[src/drive_alarm_status_regs.vh]
// Constants for the drive alarm and monitor register bank.
`ifndef DRIVE_ALARM_STATUS_REGS_VH
`define DRIVE_ALARM_STATUS_REGS_VH

// ----------------------------------------
// Word addresses
// ----------------------------------------
`define ADDR_FIRMWARE_VERSION 16'h0000
`define ADDR_ACTIVE_ALARM_CODE 16'h0002
`define ADDR_PANEL_MONITOR_SELECT 16'h0004

// ----------------------------------------
// Reset values and the version word
// ----------------------------------------
// Version value is arbitrary.
`define FIRMWARE_VERSION_VALUE 16'h0064
`define ALARM_NONE 16'h0000
`define MONITOR_SELECT_RESET 16'h0000
`define ALARM_CLEAR_VALUE 16'h0000

// ----------------------------------------
// Monitor selection range
// ----------------------------------------
`define MONITOR_SELECT_MIN 16'h0000
`define MONITOR_SELECT_MAX 16'h006f
`define MONITOR_SELECT_NEG 16'hff90

// ----------------------------------------
// Parameter attribute flags and settings
// ----------------------------------------
`define SELECT_LOCKED_SERVO_ON 1'b0
`define SELECT_POWER_CYCLE 1'b0
`define UV_ONLY_SERVO_ON 1'b1

// ----------------------------------------
// Fault event vector positions and codes
// ----------------------------------------
`define FAULT_COUNT 28
`define FAULT_UNDER_VOLTAGE_BIT 2
`define CODE_OVER_CURRENT 16'h0001
`define CODE_OVER_VOLTAGE 16'h0002
`define CODE_UNDER_VOLTAGE 16'h0003
`define CODE_MOTOR_MISMATCH 16'h0004
`define CODE_REGEN_ERROR 16'h0005
`define CODE_OVERLOAD 16'h0006
`define CODE_OVER_SPEED 16'h0007
`define CODE_PULSE_COMMAND 16'h0008
`define CODE_POSITION_DEVIATION 16'h0009
`define CODE_ENCODER_LINK 16'h0011
`define CODE_ADJUSTMENT 16'h0012
`define CODE_EMERGENCY_STOP 16'h0013
`define CODE_REVERSE_LIMIT 16'h0014
`define CODE_FORWARD_LIMIT 16'h0015
`define CODE_IGBT_OVERHEAT 16'h0016
`define CODE_NVM_FAULT 16'h0017
`define CODE_SIGNAL_OUTPUT 16'h0018
`define CODE_SERIAL_ERROR 16'h0019
`define CODE_SERIAL_TIMEOUT 16'h0020
`define CODE_PHASE_LOSS 16'h0022
`define CODE_OVERLOAD_WARNING 16'h0023
`define CODE_ENC_MAGNETIC 16'h0024
`define CODE_ENC_INTERNAL_A 16'h0025
`define CODE_ENC_DATA 16'h0026
`define CODE_ENC_INTERNAL_B 16'h0027
`define CODE_MOTOR_CRASH 16'h0030
`define CODE_POWER_MISWIRE 16'h0031
`define CODE_FW_UPGRADE 16'h0099

`endif

[src/pin_sync3.v]
// Three-stage pin synchroniser with agreement filter.
`timescale 1ns/1ps
`default_nettype none

module pin_sync3 (
   input wire sys_clk,
   input wire rst_b,
   input wire pin_in,
   output reg level_q
);

   reg s1_q;
   reg s2_q;
   reg s3_q;

   // ----------------------------------------
   // Chain and filter
   // ----------------------------------------
   // The first stage feeds only the second; the filter looks at stages two and three.
   always @(posedge sys_clk or negedge rst_b) begin
      if (!rst_b) begin
         s1_q <= 1'b0;
         s2_q <= 1'b0;
         s3_q <= 1'b0;
         level_q <= 1'b0;
      end else begin
         s1_q <= pin_in;
         s2_q <= s1_q;
         s3_q <= s2_q;
         if (s2_q == s3_q) begin
            level_q <= s3_q;
         end
      end
   end

endmodule // pin_sync3

`default_nettype wire

[src/alarm_code_encoder.v]
// Priority encoder from fault events to BCD alarm codes.
`timescale 1ns/1ps
`default_nettype none
`include "drive_alarm_status_regs.vh"

module alarm_code_encoder (
   input wire [`FAULT_COUNT-1:0] fault_vec,
   output reg [15:0] code,
   output reg any_fault
);

   integer i;

   // Codes 010 and 021 have no event position, so they can never appear.
   function [15:0] code_of;
      input [4:0] idx;
      begin
         case (idx)
            5'd0: code_of = `CODE_OVER_CURRENT;
            5'd1: code_of = `CODE_OVER_VOLTAGE;
            5'd2: code_of = `CODE_UNDER_VOLTAGE;
            5'd3: code_of = `CODE_MOTOR_MISMATCH;
            5'd4: code_of = `CODE_REGEN_ERROR;
            5'd5: code_of = `CODE_OVERLOAD;
            5'd6: code_of = `CODE_OVER_SPEED;
            5'd7: code_of = `CODE_PULSE_COMMAND;
            5'd8: code_of = `CODE_POSITION_DEVIATION;
            5'd9: code_of = `CODE_ENCODER_LINK;
            5'd10: code_of = `CODE_ADJUSTMENT;
            5'd11: code_of = `CODE_EMERGENCY_STOP;
            5'd12: code_of = `CODE_REVERSE_LIMIT;
            5'd13: code_of = `CODE_FORWARD_LIMIT;
            5'd14: code_of = `CODE_IGBT_OVERHEAT;
            5'd15: code_of = `CODE_NVM_FAULT;
            5'd16: code_of = `CODE_SIGNAL_OUTPUT;
            5'd17: code_of = `CODE_SERIAL_ERROR;
            5'd18: code_of = `CODE_SERIAL_TIMEOUT;
            5'd19: code_of = `CODE_PHASE_LOSS;
            5'd20: code_of = `CODE_OVERLOAD_WARNING;
            5'd21: code_of = `CODE_ENC_MAGNETIC;
            5'd22: code_of = `CODE_ENC_INTERNAL_A;
            5'd23: code_of = `CODE_ENC_DATA;
            5'd24: code_of = `CODE_ENC_INTERNAL_B;
            5'd25: code_of = `CODE_MOTOR_CRASH;
            5'd26: code_of = `CODE_POWER_MISWIRE;
            5'd27: code_of = `CODE_FW_UPGRADE;
            default: code_of = `ALARM_NONE;
         endcase
      end
   endfunction

   // ----------------------------------------
   // Lowest position wins
   // ----------------------------------------
   // Scanning downward lets the lowest set position overwrite the others.
   always @* begin
      code = `ALARM_NONE;
      any_fault = 1'b0;
      for (i = `FAULT_COUNT - 1; i >= 0; i = i - 1) begin
         if (fault_vec[i]) begin
            code = code_of(i[4:0]);
            any_fault = 1'b1;
         end
      end
   end

endmodule // alarm_code_encoder

`default_nettype wire

[src/drive_alarm_status_regs.v]
// Monitor register bank of the servo drive: version, alarm code and panel selector.
// Integration notes
// rst_b stands for the drive's power cycle; por_b clears only the staged
// selector copy and is meant for the very first power-up.
// The first request may come at the second edge after rst_b rises; the
// first edge reloads the selector from its staged copy and would win.
// Only one of reg_wr and reg_rd may be high in a cycle.
// Fault events are levels on sys_clk and need no filtering.
// The alarm reset pin is asynchronous and filtered, so a clear through it
// lands about five clocks after the pin rises; short glitches are lost.
// The selector lock and power-cycle flags are header constants; with both
// clear the staged copy still brings the last written selector back after rst_b.
// Simultaneous faults resolve to the lowest event position.
// An unmapped or reserved address reads zero and refuses writes.
`timescale 1ns/1ps
`default_nettype none
`include "drive_alarm_status_regs.vh"

module drive_alarm_status_regs (
   input wire sys_clk,
   input wire rst_b,
   input wire por_b,
   input wire [15:0] reg_addr,
   input wire reg_wr,
   input wire reg_rd,
   input wire [15:0] reg_wdata,
   output reg [15:0] reg_rdata,
   output reg reg_ack,
   output reg reg_refused,
   input wire servo_on,
   input wire [`FAULT_COUNT-1:0] fault_events,
   input wire alarm_reset_input,
   output reg [15:0] active_alarm_code,
   output wire alarm_active,
   output reg [15:0] panel_monitor_select
);

   // ----------------------------------------
   // Declarations
   // ----------------------------------------
   wire reset_level;
   wire [`FAULT_COUNT-1:0] gated_events;
   wire [15:0] new_code;
   wire new_fault;
   wire hit_version;
   wire hit_alarm;
   wire hit_select;
   wire hit_upper;
   wire hit_mapped;
   wire select_in_range;
   wire select_blocked;
   wire select_write_ok;
   wire alarm_clear_write;
   wire alarm_reset_edge;
   wire clear_req;
   reg wr_refused;
   reg reset_level_q;
   reg [15:0] select_shadow_q;
   reg [15:0] select_shadow_d;
   reg load_pending_q;
   reg [15:0] alarm_code_d;
   reg [15:0] select_d;
   reg [15:0] read_value;
   reg ack_d;
   reg refused_d;

   // ----------------------------------------
   // Alarm reset pin
   // ----------------------------------------
   // The reset function arrives from a pin in another domain, so it is filtered first.
   pin_sync3 u_reset_sync (
      .sys_clk(sys_clk),
      .rst_b(rst_b),
      .pin_in(alarm_reset_input),
      .level_q(reset_level)
   );

   // Only the rising edge of the filtered level acts; a held level does not
   // keep clearing alarms that arrive later.
   always @(posedge sys_clk or negedge rst_b) begin
      if (!rst_b) begin
         reset_level_q <= 1'b0;
      end else begin
         reset_level_q <= reset_level;
      end
   end

   // The edge register resets low like the filtered level, so leaving reset
   // never looks like a press of the reset input.
   assign alarm_reset_edge = reset_level & ~reset_level_q;

   // ----------------------------------------
   // Fault event conditioning
   // ----------------------------------------
   // Under-voltage is masked while the servo is off in the default setting.
   // Nothing here looks at mains coming back, so the latched alarm stays.
   // The mask acts on the raw event only; a code already latched is kept
   // even when the servo is switched off afterwards.
   genvar g;
   generate
      for (g = 0; g < `FAULT_COUNT; g = g + 1) begin : g_gate
         if (g == `FAULT_UNDER_VOLTAGE_BIT) begin : g_uv
            assign gated_events[g] = fault_events[g] & (servo_on | ~`UV_ONLY_SERVO_ON);
         end else begin : g_plain
            assign gated_events[g] = fault_events[g];
         end
      end
   endgenerate

   // The encoder maps each event position to its BCD code.
   alarm_code_encoder u_encoder (
      .fault_vec(gated_events),
      .code(new_code),
      .any_fault(new_fault)
   );

   // ----------------------------------------
   // Address decode
   // ----------------------------------------
   // Each register owns an even address and the odd one above it.
   assign hit_version = (reg_addr == `ADDR_FIRMWARE_VERSION);
   assign hit_alarm = (reg_addr == `ADDR_ACTIVE_ALARM_CODE);
   assign hit_select = (reg_addr == `ADDR_PANEL_MONITOR_SELECT);
   assign hit_upper = reg_addr[0] & (reg_addr <= (`ADDR_PANEL_MONITOR_SELECT | 16'h0001));

   // Anything outside the three pairs is unmapped.
   assign hit_mapped = hit_version | hit_alarm | hit_select | hit_upper;

   // Selector values: 0 to 111, or the single negative value -112.
   assign select_in_range = (reg_wdata <= `MONITOR_SELECT_MAX) | (reg_wdata == `MONITOR_SELECT_NEG);

   // Selector lock while the servo runs, when the attribute is set.
   assign select_blocked = `SELECT_LOCKED_SERVO_ON & servo_on;

   // A selector write is stored only when legal and not locked.
   assign select_write_ok = reg_wr & hit_select & select_in_range & ~select_blocked;

   // Only the clear value is accepted by the alarm register.
   assign alarm_clear_write = reg_wr & hit_alarm & (reg_wdata == `ALARM_CLEAR_VALUE);

   assign clear_req = alarm_clear_write | alarm_reset_edge;

   // ----------------------------------------
   // Write refusal
   // ----------------------------------------
   // Each target is judged on its own so the refusal flag and the storage
   // enables cannot disagree: a write is either kept or refused.
   // Reads are never refused; an unmapped read simply returns zero.
   always @* begin
      wr_refused = 1'b0;
      if (reg_wr) begin
         if (!hit_mapped) begin
            wr_refused = 1'b1;
         end else if (hit_version) begin
            wr_refused = 1'b1;
         end else if (hit_alarm) begin
            wr_refused = (reg_wdata != `ALARM_CLEAR_VALUE);
         end else if (hit_select) begin
            wr_refused = ~select_in_range | select_blocked;
         end else begin
            wr_refused = 1'b1;
         end
      end
   end

   // ----------------------------------------
   // Active alarm latch
   // ----------------------------------------
   // The first fault is held until cleared, so the code seen is the cause and
   // not a later side effect. A fault present in the clearing cycle is taken,
   // so an event is never lost to a clear.
   always @* begin
      alarm_code_d = active_alarm_code;
      if (clear_req) begin
         if (new_fault) begin
            alarm_code_d = new_code;
         end else begin
            alarm_code_d = `ALARM_NONE;
         end
      end else if (active_alarm_code == `ALARM_NONE && new_fault) begin
         alarm_code_d = new_code;
      end
   end

   // ----------------------------------------
   // Alarm register
   // ----------------------------------------
   // Zero is the idle value after reset.
   always @(posedge sys_clk or negedge rst_b) begin
      if (!rst_b) begin
         active_alarm_code <= `ALARM_NONE;
      end else begin
         active_alarm_code <= alarm_code_d;
      end
   end

   // A code of zero means no alarm.
   assign alarm_active = (active_alarm_code != `ALARM_NONE);

   // ----------------------------------------
   // Monitor selector, staged and active
   // ----------------------------------------
   // The staged copy survives rst_b and is wiped only by por_b, which lets a
   // power-cycle attribute hold a written value across the restart.
   always @* begin
      select_shadow_d = select_shadow_q;
      if (select_write_ok) begin
         select_shadow_d = reg_wdata;
      end
   end

   always @(posedge sys_clk or negedge por_b) begin
      if (!por_b) begin
         select_shadow_q <= `MONITOR_SELECT_RESET;
      end else begin
         select_shadow_q <= select_shadow_d;
      end
   end

   // After each restart the active selector is reloaded once from the staged
   // copy; this is where a power-cycle value finally takes effect.
   always @(posedge sys_clk or negedge rst_b) begin
      if (!rst_b) begin
         load_pending_q <= 1'b1;
      end else begin
         load_pending_q <= 1'b0;
      end
   end

   // ----------------------------------------
   // Active selector
   // ----------------------------------------
   // The reload wins over a write in the same edge. A selector flagged for
   // power-cycle effect skips the direct update and waits for the reload.
   always @* begin
      select_d = panel_monitor_select;
      if (load_pending_q) begin
         select_d = select_shadow_q;
      end else if (select_write_ok && !`SELECT_POWER_CYCLE) begin
         select_d = reg_wdata;
      end
   end

   always @(posedge sys_clk or negedge rst_b) begin
      if (!rst_b) begin
         panel_monitor_select <= `MONITOR_SELECT_RESET;
      end else begin
         panel_monitor_select <= select_d;
      end
   end

   // ----------------------------------------
   // Read mux
   // ----------------------------------------
   // Reserved upper words and unmapped addresses read as zero.
   always @* begin
      read_value = 16'h0000;
      if (hit_version) begin
         read_value = `FIRMWARE_VERSION_VALUE;
      end else if (hit_alarm) begin
         read_value = active_alarm_code;
      end else if (hit_select) begin
         read_value = panel_monitor_select;
      end else if (hit_upper) begin
         read_value = 16'h0000;
      end else begin
         read_value = 16'h0000;
      end
   end

   // ----------------------------------------
   // Answer registers
   // ----------------------------------------
   // Every access is answered one clock later; the data stays until the
   // next read so a slow link may sample it at leisure.
   always @* begin
      ack_d = reg_wr | reg_rd;
      refused_d = wr_refused;
   end

   always @(posedge sys_clk or negedge rst_b) begin
      if (!rst_b) begin
         reg_ack <= 1'b0;
         reg_refused <= 1'b0;
      end else begin
         reg_ack <= ack_d;
         reg_refused <= refused_d;
      end
   end

   // ----------------------------------------
   // Read data register
   // ----------------------------------------
   // Captured only on reads, so a write in between leaves the last answer
   // standing for a slow link to collect.
   always @(posedge sys_clk or negedge rst_b) begin
      if (!rst_b) begin
         reg_rdata <= 16'h0000;
      end else if (reg_rd) begin
         reg_rdata <= read_value;
      end
   end

endmodule // drive_alarm_status_regs

`default_nettype wire

[config.mk]
export PLATFORM = sky130hd
export DESIGN_NAME = drive_alarm_status_regs
export DESIGN_NICKNAME = d
export VERILOG_FILES = /design/src/pin_sync3.v /design/src/alarm_code_encoder.v /design/src/drive_alarm_status_regs.v
export VERILOG_INCLUDE_DIRS = /design/src /design/src/src
export SDC_FILE = /design/constraint.sdc
export NUM_CORES = 1
export LEC_CHECK = 0
export BUFFER_PORTS_ARGS = -buffer_cell sky130_fd_sc_hd__buf_4
export CAP_MARGIN = 30
export CORE_MARGIN = 1
export CORE_UTILIZATION = 49
export CTS_BUF_LIST = sky130_fd_sc_hd__clkbuf_8 sky130_fd_sc_hd__clkbuf_16
export CTS_CLUSTER_SIZE = 25
export DETAILED_ROUTE_END_ITERATION = 6
export GPL_TIMING_DRIVEN = 0
export PLACE_DENSITY = 0.8
export SYNTH_ARGS = -nofsm -noshare
export SYNTH_HDL_FRONTEND = slang
export SYNTH_SLANG_ARGS = --single-unit
[constraint.sdc]
create_clock -name sys_clk -period 1.99 [get_ports sys_clk]
set_input_delay 0.2985 -clock sys_clk [delete_from_list [all_inputs] [get_ports sys_clk]]
set_output_delay 0.2985 -clock sys_clk [all_outputs]
set_load 0.005 [all_outputs]
==> flow_summary.yaml, run 1 <==
power_and_ir_drop:
  power_leakage_uw: 0.00215
  fin_total_pwr_uw: 3330
  power_density_mw_per_mm2: 750
  vdd_drop_max_uv: 546
clock_tree:
  cts_tree: "built"
  cts_sinks: 63
  path_clk_slew_ns: 0.07
  cts_htree_levels: 3
  clock_latency_ns: 0.34
  cts_root_buffer: "clkbuf_8"
  clk_path_buf_depth: 2
  cts_buffers: 9
sta:
  post-route-period-util: 0.997
  fmax_mhz: 504
  skew_ns: 0.00779
  min_period_ns: 1.98
  worstMarginPinSlew_ns: 0.600
  maxSlewViolCount: 0
  finalSetupViolCount: 0
  fin_setup_tns_ns: 0
  fin_ws_ns: 0.00641
  slew_headroom: 0.600
  hold_viol: 0
  rsz0062_at_grt: "yes"
setup_path:
  critical_path_class: "register to output pin"
  max_stage_delay_ns: 0.56
  crit_buf_inv: 2
  cp.arrival_ns: 1.69
  critPathLaunch: "active_alarm_code[5]$_DFFE_PN0P_"
  cp_max_fo: 2
  critPathCaptureType: "output pin"
  start_kind: "register"
  required_ns: 1.69
  r2r_start: "active_alarm_code[5]$_DFFE_PN0P_"
  r2r_slack_ns: 0.06
  slowest_stage: "or4_4"
  crit_chain: "or4_4, nor4_4, inv_2, buf_6"
  path_delay_family: "simple AND/OR/NAND/NOR gates"
route:
  viasPerCell: 5.93
  wirelength_um: 8910
  dr_total_vias: 3050
  routedWlPerCell_um: 17.3
  firstDrtPassIters: 5
  route.detailed.drc: 0
  postRouteAntennaNets: 0
  drt_iter0_drc: 177
layout:
  finalCoreUtilization: 0.740
  syn_to_final_growth_pct: 43.9
  drive_above_1_share: 0.396
  nFillCells: 453
  fin_nets: 501
  antenna_cells: 0
die:
  rows: 28
  ios: 118
  fp.dieH_um: 81.3
  die_area_mm2: 0.00661
  core_mm2: 0.00599
  start_util: 0.514
  die_x_um: 81.3
hold_path:
  hp-start: "alarm_reset_input"
  min_path_type: "input pin to register"
logic_synthesis:
  ys_ff_latch: 63
  yosysSeqAreaShare: 0.512
  yosysWarnings: 0
  ys.flop_type: "dfrtp_1"
  async_flop_share: 1.00
  synth.distinct_cells: 48
  synth.cell_area_mm2: 0.00308
  postSynthCellCount: 295
  avgSynthCellArea_um2: 10.4
  synth_edf_count: 0
placed_design:
  place.gp.congestion: 0.884
  pre_cts_slack_ns: -0.440
  dp_hpwl_um: 6330
  port_buffers: 108
grt:
  grt_pass1_vias: 2751
  grt_max_degree: 48
  track_usage: 0.275
  grt_pass1_wl_um: 13400
  grt_overflow: 0
  antenna_found_initial: 0
status:
  outcome: "complete, no violations"
job:
  maxCapViolCount: 0
## power by group
group | switching [µW] | internal, µW
registers | 72.5 | 1340
logic | 265 | 334
clock network | 504 | 810
total | 841 | 2490
## cell usage after synthesis, drive strengths merged, types with 2 or more instances
library cell / instances / area share
a31oi: 8 / 0.016
o311a: 2 / 0.0065
mux2: 11 / 0.040
buf: 9 / 0.022
and3: 3 / 0.0061
a21oi: 7 / 0.011
or3: 2 / 0.0057
nor2: 31 / 0.043
a221oi: 2 / 0.0057
nand3: 13 / 0.021
nand2b: 3 / 0.0061
dfrtp: 62 / 0.50
a211oi: 2 / 0.0049
nand2: 12 / 0.015
nor2b: 2 / 0.0041
o2bb2ai: 5 / 0.014
a2bb2oi: 9 / 0.026
clkbuf: 9 / 0.012
o21ai: 27 / 0.044
a22oi: 5 / 0.012
nand4: 6 / 0.012
a22o: 9 / 0.026
and4: 3 / 0.0085
nor4: 13 / 0.026
a32o: 4 / 0.013
inv: 8 / 0.0097
o31ai: 5 / 0.018
nor3: 8 / 0.013
or4: 2 / 0.0049
## flip-flops by register name (all words and copies together) (netlist names), 7 cells and up
register and cells:
panel_monitor_select 16, select_shadow_q 16, active_alarm_code 7, reg_rdata 16
## per-layer routing
layer  routed length [µm]  GRT usage  vias to the layer above
met5                    0          0                        -
met3                  650     0.0573                       15
met2                 4340      0.431                      144
li1                     -          -                     1391
met1                 3760      0.371                     1500
met4                  164      0.114                        0
## timing repair
item | CTS | global route
hold endpoints to repair | 62 | 0
buffers inserted | 5 | 4
hold buffers | 2 | 0
gates resized for setup | 5 | 14
setup endpoints to repair | 13 | 39
pin swaps | 1 | 3
## metrics by stage
stage	instance area [µm²]	hold WS, ns	std cells
floorplan	3120	0.00291	304
global placement	4030	0.169	487
detailed placement	4030	0.172	487
CTS	4360	0.0478	510
global route	4430	0.0493	514
finish	4430	0.0624	514
## layout make-up
cell class / count / area (µm²) / area share
Sequential cell: 63 / 1580 / 0.356
Clock inverter: 4 / 76.3 / 0.0172
Inverter: 8 / 30.0 / 0.00677
Multi-Input combinational cell: 215 / 1490 / 0.335
Buffer: 18 / 104 / 0.0234
Clock buffer: 12 / 165 / 0.0372
Timing Repair Buffer: 119 / 902 / 0.203
Tap cell: 75 / 93.8 / 0.0212
## layout by cell type, fill, tap and decap left out, types with 2 or more instances in the layout
cell and n:
a211oi_1 2, a21oi_1 6, a221oi_1 2, a22o_1 9, a22oi_1 5, a2bb2oi_1 9
a31oi_1 8, a32o_1 4, and3_1 3, and4_1 3, buf_4 125, bufinv_16 2
clkbuf_1 7, clkbuf_8 12, conb_1 10, dfrtp_1 62, dlygate4sd3_1 2, inv_1 7
mux2_1 2, mux2_2 8, nand2_1 12, nand2b_1 3, nand3_1 12, nand4_1 6
nor2_1 29, nor2b_1 2, nor3_1 7, nor4_1 8, nor4_2 4, o21ai_0 24
o21ai_1 3, o2bb2ai_1 5, o311a_1 2, o31ai_1 3, o31ai_4 2, or4_4 2
## worst paths after layout
check / endpoint / depth (start not counted)
min in group asynchronous: select_shadow_q[0]$_DFFE_PN0P_ / 2
max: alarm_active / 4
min reg2reg: u_reset_sync.s2_q$_DFF_PN0_ / 0
max reg2reg: active_alarm_code[0]$_DFFE_PN0P_ / 7
max in group asynchronous: active_alarm_code[1]$_DFFE_PN0P_ / 2
min: u_reset_sync.s1_q$_DFF_PN0_ / 1
## kinds of logic after synthesis
family | count (synthesis) | share of synthesized area
muxes | 11 | 0.0402
DFF | 63 | 0.512
AOI/OAI and AO/OA | 93 | 0.229
other | 1 | 0.00122
adders and majority gates | 1 | 0.00325
and+or+nand+nor | 100 | 0.171
buffers and inverters | 26 | 0.0434
Note: power is estimated with default switching activity, not from simulation.
==> inputs of run 2 (changes only) <==
--- a/constraint.sdc
+++ b/constraint.sdc
@@ -3,2 +3,2 @@
 set_output_delay 0.2985 -clock sys_clk [all_outputs]
-set_load 0.005 [all_outputs]
+set_load 0.01 [all_outputs]
==> flow_summary.yaml, run 2 (synthesized netlist as in run 1, its figures left out) <==
status:
  outcome: "complete, but fails checks"
  violations: "negative setup slack"
grt:
  grt_overflow: 0
  grt_pass1_wl_um: 13500
  grt_max_degree: 48
  use_met3: 0.0607
  use_met1: 0.367
  track_usage: 0.277
  grt_util_met2: 0.433
  antenna_found_initial: 0
  grt_pass1_vias: 2794
  grt_busiest_layer: "met2"
sta:
  hold_viol: 0
  skew_ns: 0.00794
  post-route-period-util: 1.01
  worstMarginPinSlew_ns: 0.592
  fin_setup_tns_ns: -0.0175
  slew_headroom: 0.606
  maxSlewViolCount: 0
  min_period_ns: 2.01
  fmax_mhz: 498
  fin_ws_ns: -0.0175
  finalSetupViolCount: 1
  rsz0062_at_grt: "yes"
setup_path:
  cp_max_fo: 2
  crit_chain: "or4_4, nor4_4, inv_2, buf_6"
  critical_path_class: "register to output pin"
  cp.arrival_ns: 1.71
  start_kind: "register"
  max_stage_delay_ns: 0.56
  slowest_stage: "or4_4"
  critPathCaptureType: "output pin"
  required_ns: 1.69
power_and_ir_drop:
  vdd_drop_max_uv: 546
  fin_total_pwr_uw: 3370
  power_density_mw_per_mm2: 761
  power_leakage_uw: 0.00214
placed_design:
  place.gp.congestion: 0.884
  port_buffers: 108
  placed_area_mm2: 0.00403
  dp_hpwl_um: 6330
layout:
  syn_to_final_growth_pct: 43.5
  final_common_cell: "buf_4"
  final_cell_area_mm2: 0.00442
  antenna_cells: 0
  biggestRegsByFlops: "panel_monitor_select x16, reg_rdata x16, select_shadow_q x16"
  fin_nets: 499
  final_cell_mix: "123 x buf_4, 62 x dfrtp_1, 29 x nor2_1, 23 x o21ai_0"
  drive_above_1_share: 0.394
  nFillCells: 458
route:
  route.detailed.drc: 0
  postRouteAntennaNets: 0
  firstDrtPassIters: 5
  dr_total_vias: 3049
  drt_iter0_drc: 177
  routedWlPerCell_um: 17.3
  viasPerCell: 5.96
  wirelength_um: 8880
job:
  maxCapViolCount: 0
clock_tree:
  cts_htree_levels: 3
  cts_tree: "built"
  path_clk_slew_ns: 0.07
  clk_path_buf_depth: 2
  cts_buffers: 9
  cts_sinks: 63
  cts_root_buffer: "clkbuf_8"
  clock_latency_ns: 0.34
die:
  rows: 28
  start_util: 0.514
  die_x_um: 81.3
  fp.dieH_um: 81.3
  die_area_mm2: 0.00661
  core_mm2: 0.00599
  ios: 118
hold_path:
  min_path_type: "input pin to register"
-- run 2: cell types whose count changed in the layout (fill, tap and decap cells not counted) --
| cell | previous run | this run |
|---|---|---|
| buf_2 | 1 | 0 |
| buf_4 | 125 | 123 |
| clkbuf_4 | 0 | 1 |
| o21ai_0 | 24 | 23 |
| o21ai_1 | 3 | 4 |
-- run 2: final timing paths --
kind / start / end / slack, ns / depth (start not counted)
worst max-delay path: active_alarm_code[5]$_DFFE_PN0P_ / alarm_active / -0.02 / 4
worst min-delay path: alarm_reset_input / u_reset_sync.s1_q$_DFF_PN0_ / 0.06 / 1
worst max register to register: active_alarm_code[5]$_DFFE_PN0P_ / active_alarm_code[0]$_DFFE_PN0P_ / 0.03 / 7
worst min register to register: u_reset_sync.s1_q$_DFF_PN0_ / u_reset_sync.s2_q$_DFF_PN0_ / 0.36 / 0
max in group asynchronous: rst_b / active_alarm_code[1]$_DFFE_PN0P_ / 1.07 / 2
min in group asynchronous: por_b / select_shadow_q[1]$_DFFE_PN0P_ / 0.35 / 2
-- run 2: layout make-up --
cell class	count	area, µm²	share of cell area
plain buffers	18	106	0.0241
clock buffers	12	165	0.0374
clock inverters	4	76.3	0.0173
inverters	8	30.0	0.00679
multi-input cells	215	1490	0.336
flip-flops and latches	63	1580	0.357
well taps	75	93.8	0.0212
repair buffers	117	887	0.201
-- run 2: timing repair --
item,in CTS,in global routing
cloned,0,0
pin swaps,1,4
hold buffers,2,0
setup endpoints to repair,13,39
gates resized for setup,6,15
buffers inserted,5,2
hold endpoints to repair,62,0
-- run 2: metal layers --
layer | share of wire | routed length [µm]
met4 | 0.023 | 200
met2 | 0.49 | 4350
met1 | 0.40 | 3550
met3 | 0.088 | 782
met5 | 0 | 0
-- run 2: per-stage QoR --
step	std cells	hold slack, ns	worst slack, ns	util
after global routing	512	0.0495	-0.0643	0.738
final	512	0.0629	-0.0175	0.738
after detailed placement	487	0.172	-0.440	0.672
after CTS	510	0.0478	-0.0678	0.728
after global placement	487	0.169	-0.332	0.672
after floorplan	304	0.00291	-0.125	-
-- run 2: report_power, final --
part	switching [µW]	leakage, µW	internal, µW	total (µW)
combinational	294	0.00120	336	630
sequential	73.6	0.000826	1340	1420
clock	508	0.000119	810	1320
total	876	0.00214	2490	3370
-- run 2: critical path, delay by kind of cell (launching register included) --
| kind | cells | cell delay, ns |
|---|---|---|
| and+or+nand+nor | 2 | 0.76 |
| buffers and inverters | 2 | 0.21 |
| DFF | 1 | 0.40 |
==> inputs of run 3 (changes only) <==
ABC_AREA = 1   (was unset)
PLACE_DENSITY = 0.79   (was 0.8)
==> flow_summary.yaml, run 3 <==
status:
  outcome: "complete, no violations"
route:
  firstDrtPassIters: 4
  dr_total_vias: 3118
  viasPerCell: 5.20
  postRouteAntennaNets: 0
  routedWlPerCell_um: 13.9
  wirelength_um: 8330
  route.detailed.drc: 0
  drt_iter0_drc: 161
placed_design:
  placed_area_mm2: 0.00412
  port_buffers: 107
  dp_hpwl_um: 6330
  place.gp.congestion: 0.835
  place_inst: 577
setup_path:
  path_delay_family: "simple AND/OR/NAND/NOR gates"
  critical_path_class: "input pin to register"
  crit_buf_inv: 4
  slowest_stage: "or4_4"
  cp.arrival_ns: 2.18
  required_ns: 2.19
  start_kind: "input pin"
  max_stage_delay_ns: 0.57
  critPathCaptureType: "register"
  crit_chain: "buf_6, or4_4, o41ai_4, inv_2, nor3_4, or2_1, buf_6, clkbuf_16, o221ai_2"
  cp_max_fo: 8
  cp_common_cell: "buf_6"
logic_synthesis:
  yosysSeqAreaShare: 0.495
  synth_edf_count: 0
  synth_top_cell_by_area: "dfrtp_1"
  synth.cell_area_mm2: 0.00319
  avgSynthCellArea_um2: 8.31
  synthTopCellsByCount: "131 x nand2_1, 62 x dfrtp_1, 55 x inv_1"
  async_flop_share: 1.00
  synth.distinct_cells: 38
  synth_top_area_share: 0.486
  ys_ff_latch: 63
  ys.flop_type: "dfrtp_1"
  postSynthCellCount: 384
  synth.area.top_cells: "dfrtp_1 49%, nand2_1 15%, inv_1 6.5%"
  yosysWarnings: 0
  yosysMostFrequentCell: "nand2_1"
grt:
  grt_max_degree: 48
  grt_pass1_vias: 2769
  use_met3: 0.0484
  grt_util_met2: 0.407
  antenna_found_initial: 0
  grt_busiest_layer: "met2"
  grt_overflow: 0
  grt_pass1_wl_um: 12600
  use_met1: 0.314
  track_usage: 0.249
layout:
  antenna_cells: 0
  fin_cells: 600
  fin_nets: 585
  final_common_cell: "nand2_1"
  drive_above_1_share: 0.310
  syn_to_final_growth_pct: 39.6
  biggestRegsByFlops: "panel_monitor_select x16, reg_rdata x16, select_shadow_q x16"
  final_cell_mix: "129 x nand2_1, 118 x buf_4, 62 x dfrtp_1, 55 x inv_1, 21 x nor2_1"
  final_cell_area_mm2: 0.00445
sta:
  min_period_ns: 1.97
  maxSlewViolCount: 0
  worstMarginPinSlew_ns: 0.678
  fmax_mhz: 507
  finalSetupViolCount: 0
  rsz0062_at_grt: "yes"
  skew_ns: 0.00996
  hold_viol: 0
  slew_headroom: 0.548
  post-route-period-util: 0.992
clock_tree:
  path_clk_slew_ns: 0.07
  cts_buffers: 9
  cts_tree: "built"
  cts_sinks: 63
  clk_path_buf_depth: 2
  cts_root_buffer: "clkbuf_8"
  clock_latency_ns: 0.34
  cts_htree_levels: 3
power_and_ir_drop:
  vdd_drop_max_uv: 462
  power_density_mw_per_mm2: 699
  fin_total_pwr_uw: 3110
  power_leakage_uw: 0.00233
die:
  core_mm2: 0.00631
  start_util: 0.505
  die_area_mm2: 0.00684
  ios: 118
  rows: 29
  die_x_um: 82.7
  fp.dieH_um: 82.7
job:
  maxCapViolCount: 0
hold_path:
  min_path_type: "input pin to register"
==> run 3: changes by cell type in the layout (fill, tap and decap cells not counted), moves of 7 or more <==
cell,previous run,this run
nand2_1,12,129
a2bb2oi_1,9,0
a31oi_1,8,1
o22ai_1,0,8
a22o_1,9,2
o21ai_0,23,14
o221ai_2,0,10
nor2_1,29,21
inv_1,7,55
mux2_2,8,0
==> run 3: through the flow <==
stage	setup WS [ns]	utilization	hold WS, ns	setup TNS [ns]
after floorplan	0.0285	-	0.00291	0
after global placement	-0.374	0.653	0.170	-10.19
after detailed placement	-0.443	0.653	0.173	-12.40
after CTS	0.0511	0.696	0.0716	0
after global routing	-0.0355	0.705	0.0741	-0.299
final	0.0168	0.705	0.0741	0
==> run 3: final cells by class <==
type	count	area (µm²)
Buffer	19	134
Multi-Input combinational cell	255	1320
Sequential cell	63	1580
Clock buffer	10	138
Tap cell	77	96.3
Timing Repair Buffer	114	890
Inverter	56	210
Fill cell	529	1860
Clock inverter	6	83.8
==> run 3: logic make-up after synthesis <==
kind of cell / after synthesis / share of synthesized area
buf+inv: 75 / 0.108
compound gates: 55 / 0.140
flops: 63 / 0.495
other cells: 1 / 0.00118
fa+ha+maj: 1 / 0.00314
simple gates: 189 / 0.253
==> run 3: layer usage <==
metal | routed length [µm] | vias up | share of wire
met3 | 482 | 18 | 0.058
met5 | 0 | - | 0
met1 | 3460 | 1479 | 0.42
met4 | 214 | 0 | 0.026
li1 | - | 1511 | -
met2 | 4170 | 110 | 0.50
==> run 3: timing repair <==
item                                    CTS  global route
endpoints found under the setup margin   20            15
endpoints found under the hold margin    62             0
buffers inserted                          2             2
hold buffers                              2             0
cloned                                    0             1
resized for setup                         1             6
pin swaps                                 1             4
==> run 3: where the power goes <==
group          internal, µW  switching, µW  leakage [µW]
sequential             1320           40.9      0.000851
combinational           240            271       0.00137
clock                   735            502      0.000116
total                  2300            814       0.00233
==> run 3: path summary, 6_finish.rpt <==
kind                                             startpoint                                    to  slack (ns)  cells past startpoint
max                                            reg_wdata[3]  panel_monitor_select[12]$_DFFE_PN0P_        0.02                      9
min                                       alarm_reset_input           u_reset_sync.s1_q$_DFF_PN0_        0.07                      1
max reg2reg                active_alarm_code[1]$_DFFE_PN0P_      active_alarm_code[2]$_DFFE_PN0P_        0.25                      6
min reg2reg                     u_reset_sync.s1_q$_DFF_PN0_           u_reset_sync.s2_q$_DFF_PN0_        0.35                      0
max in group asynchronous                             rst_b      active_alarm_code[4]$_DFFE_PN0P_        1.09                      2
min in group asynchronous                             por_b        select_shadow_q[2]$_DFFE_PN0P_        0.36                      2
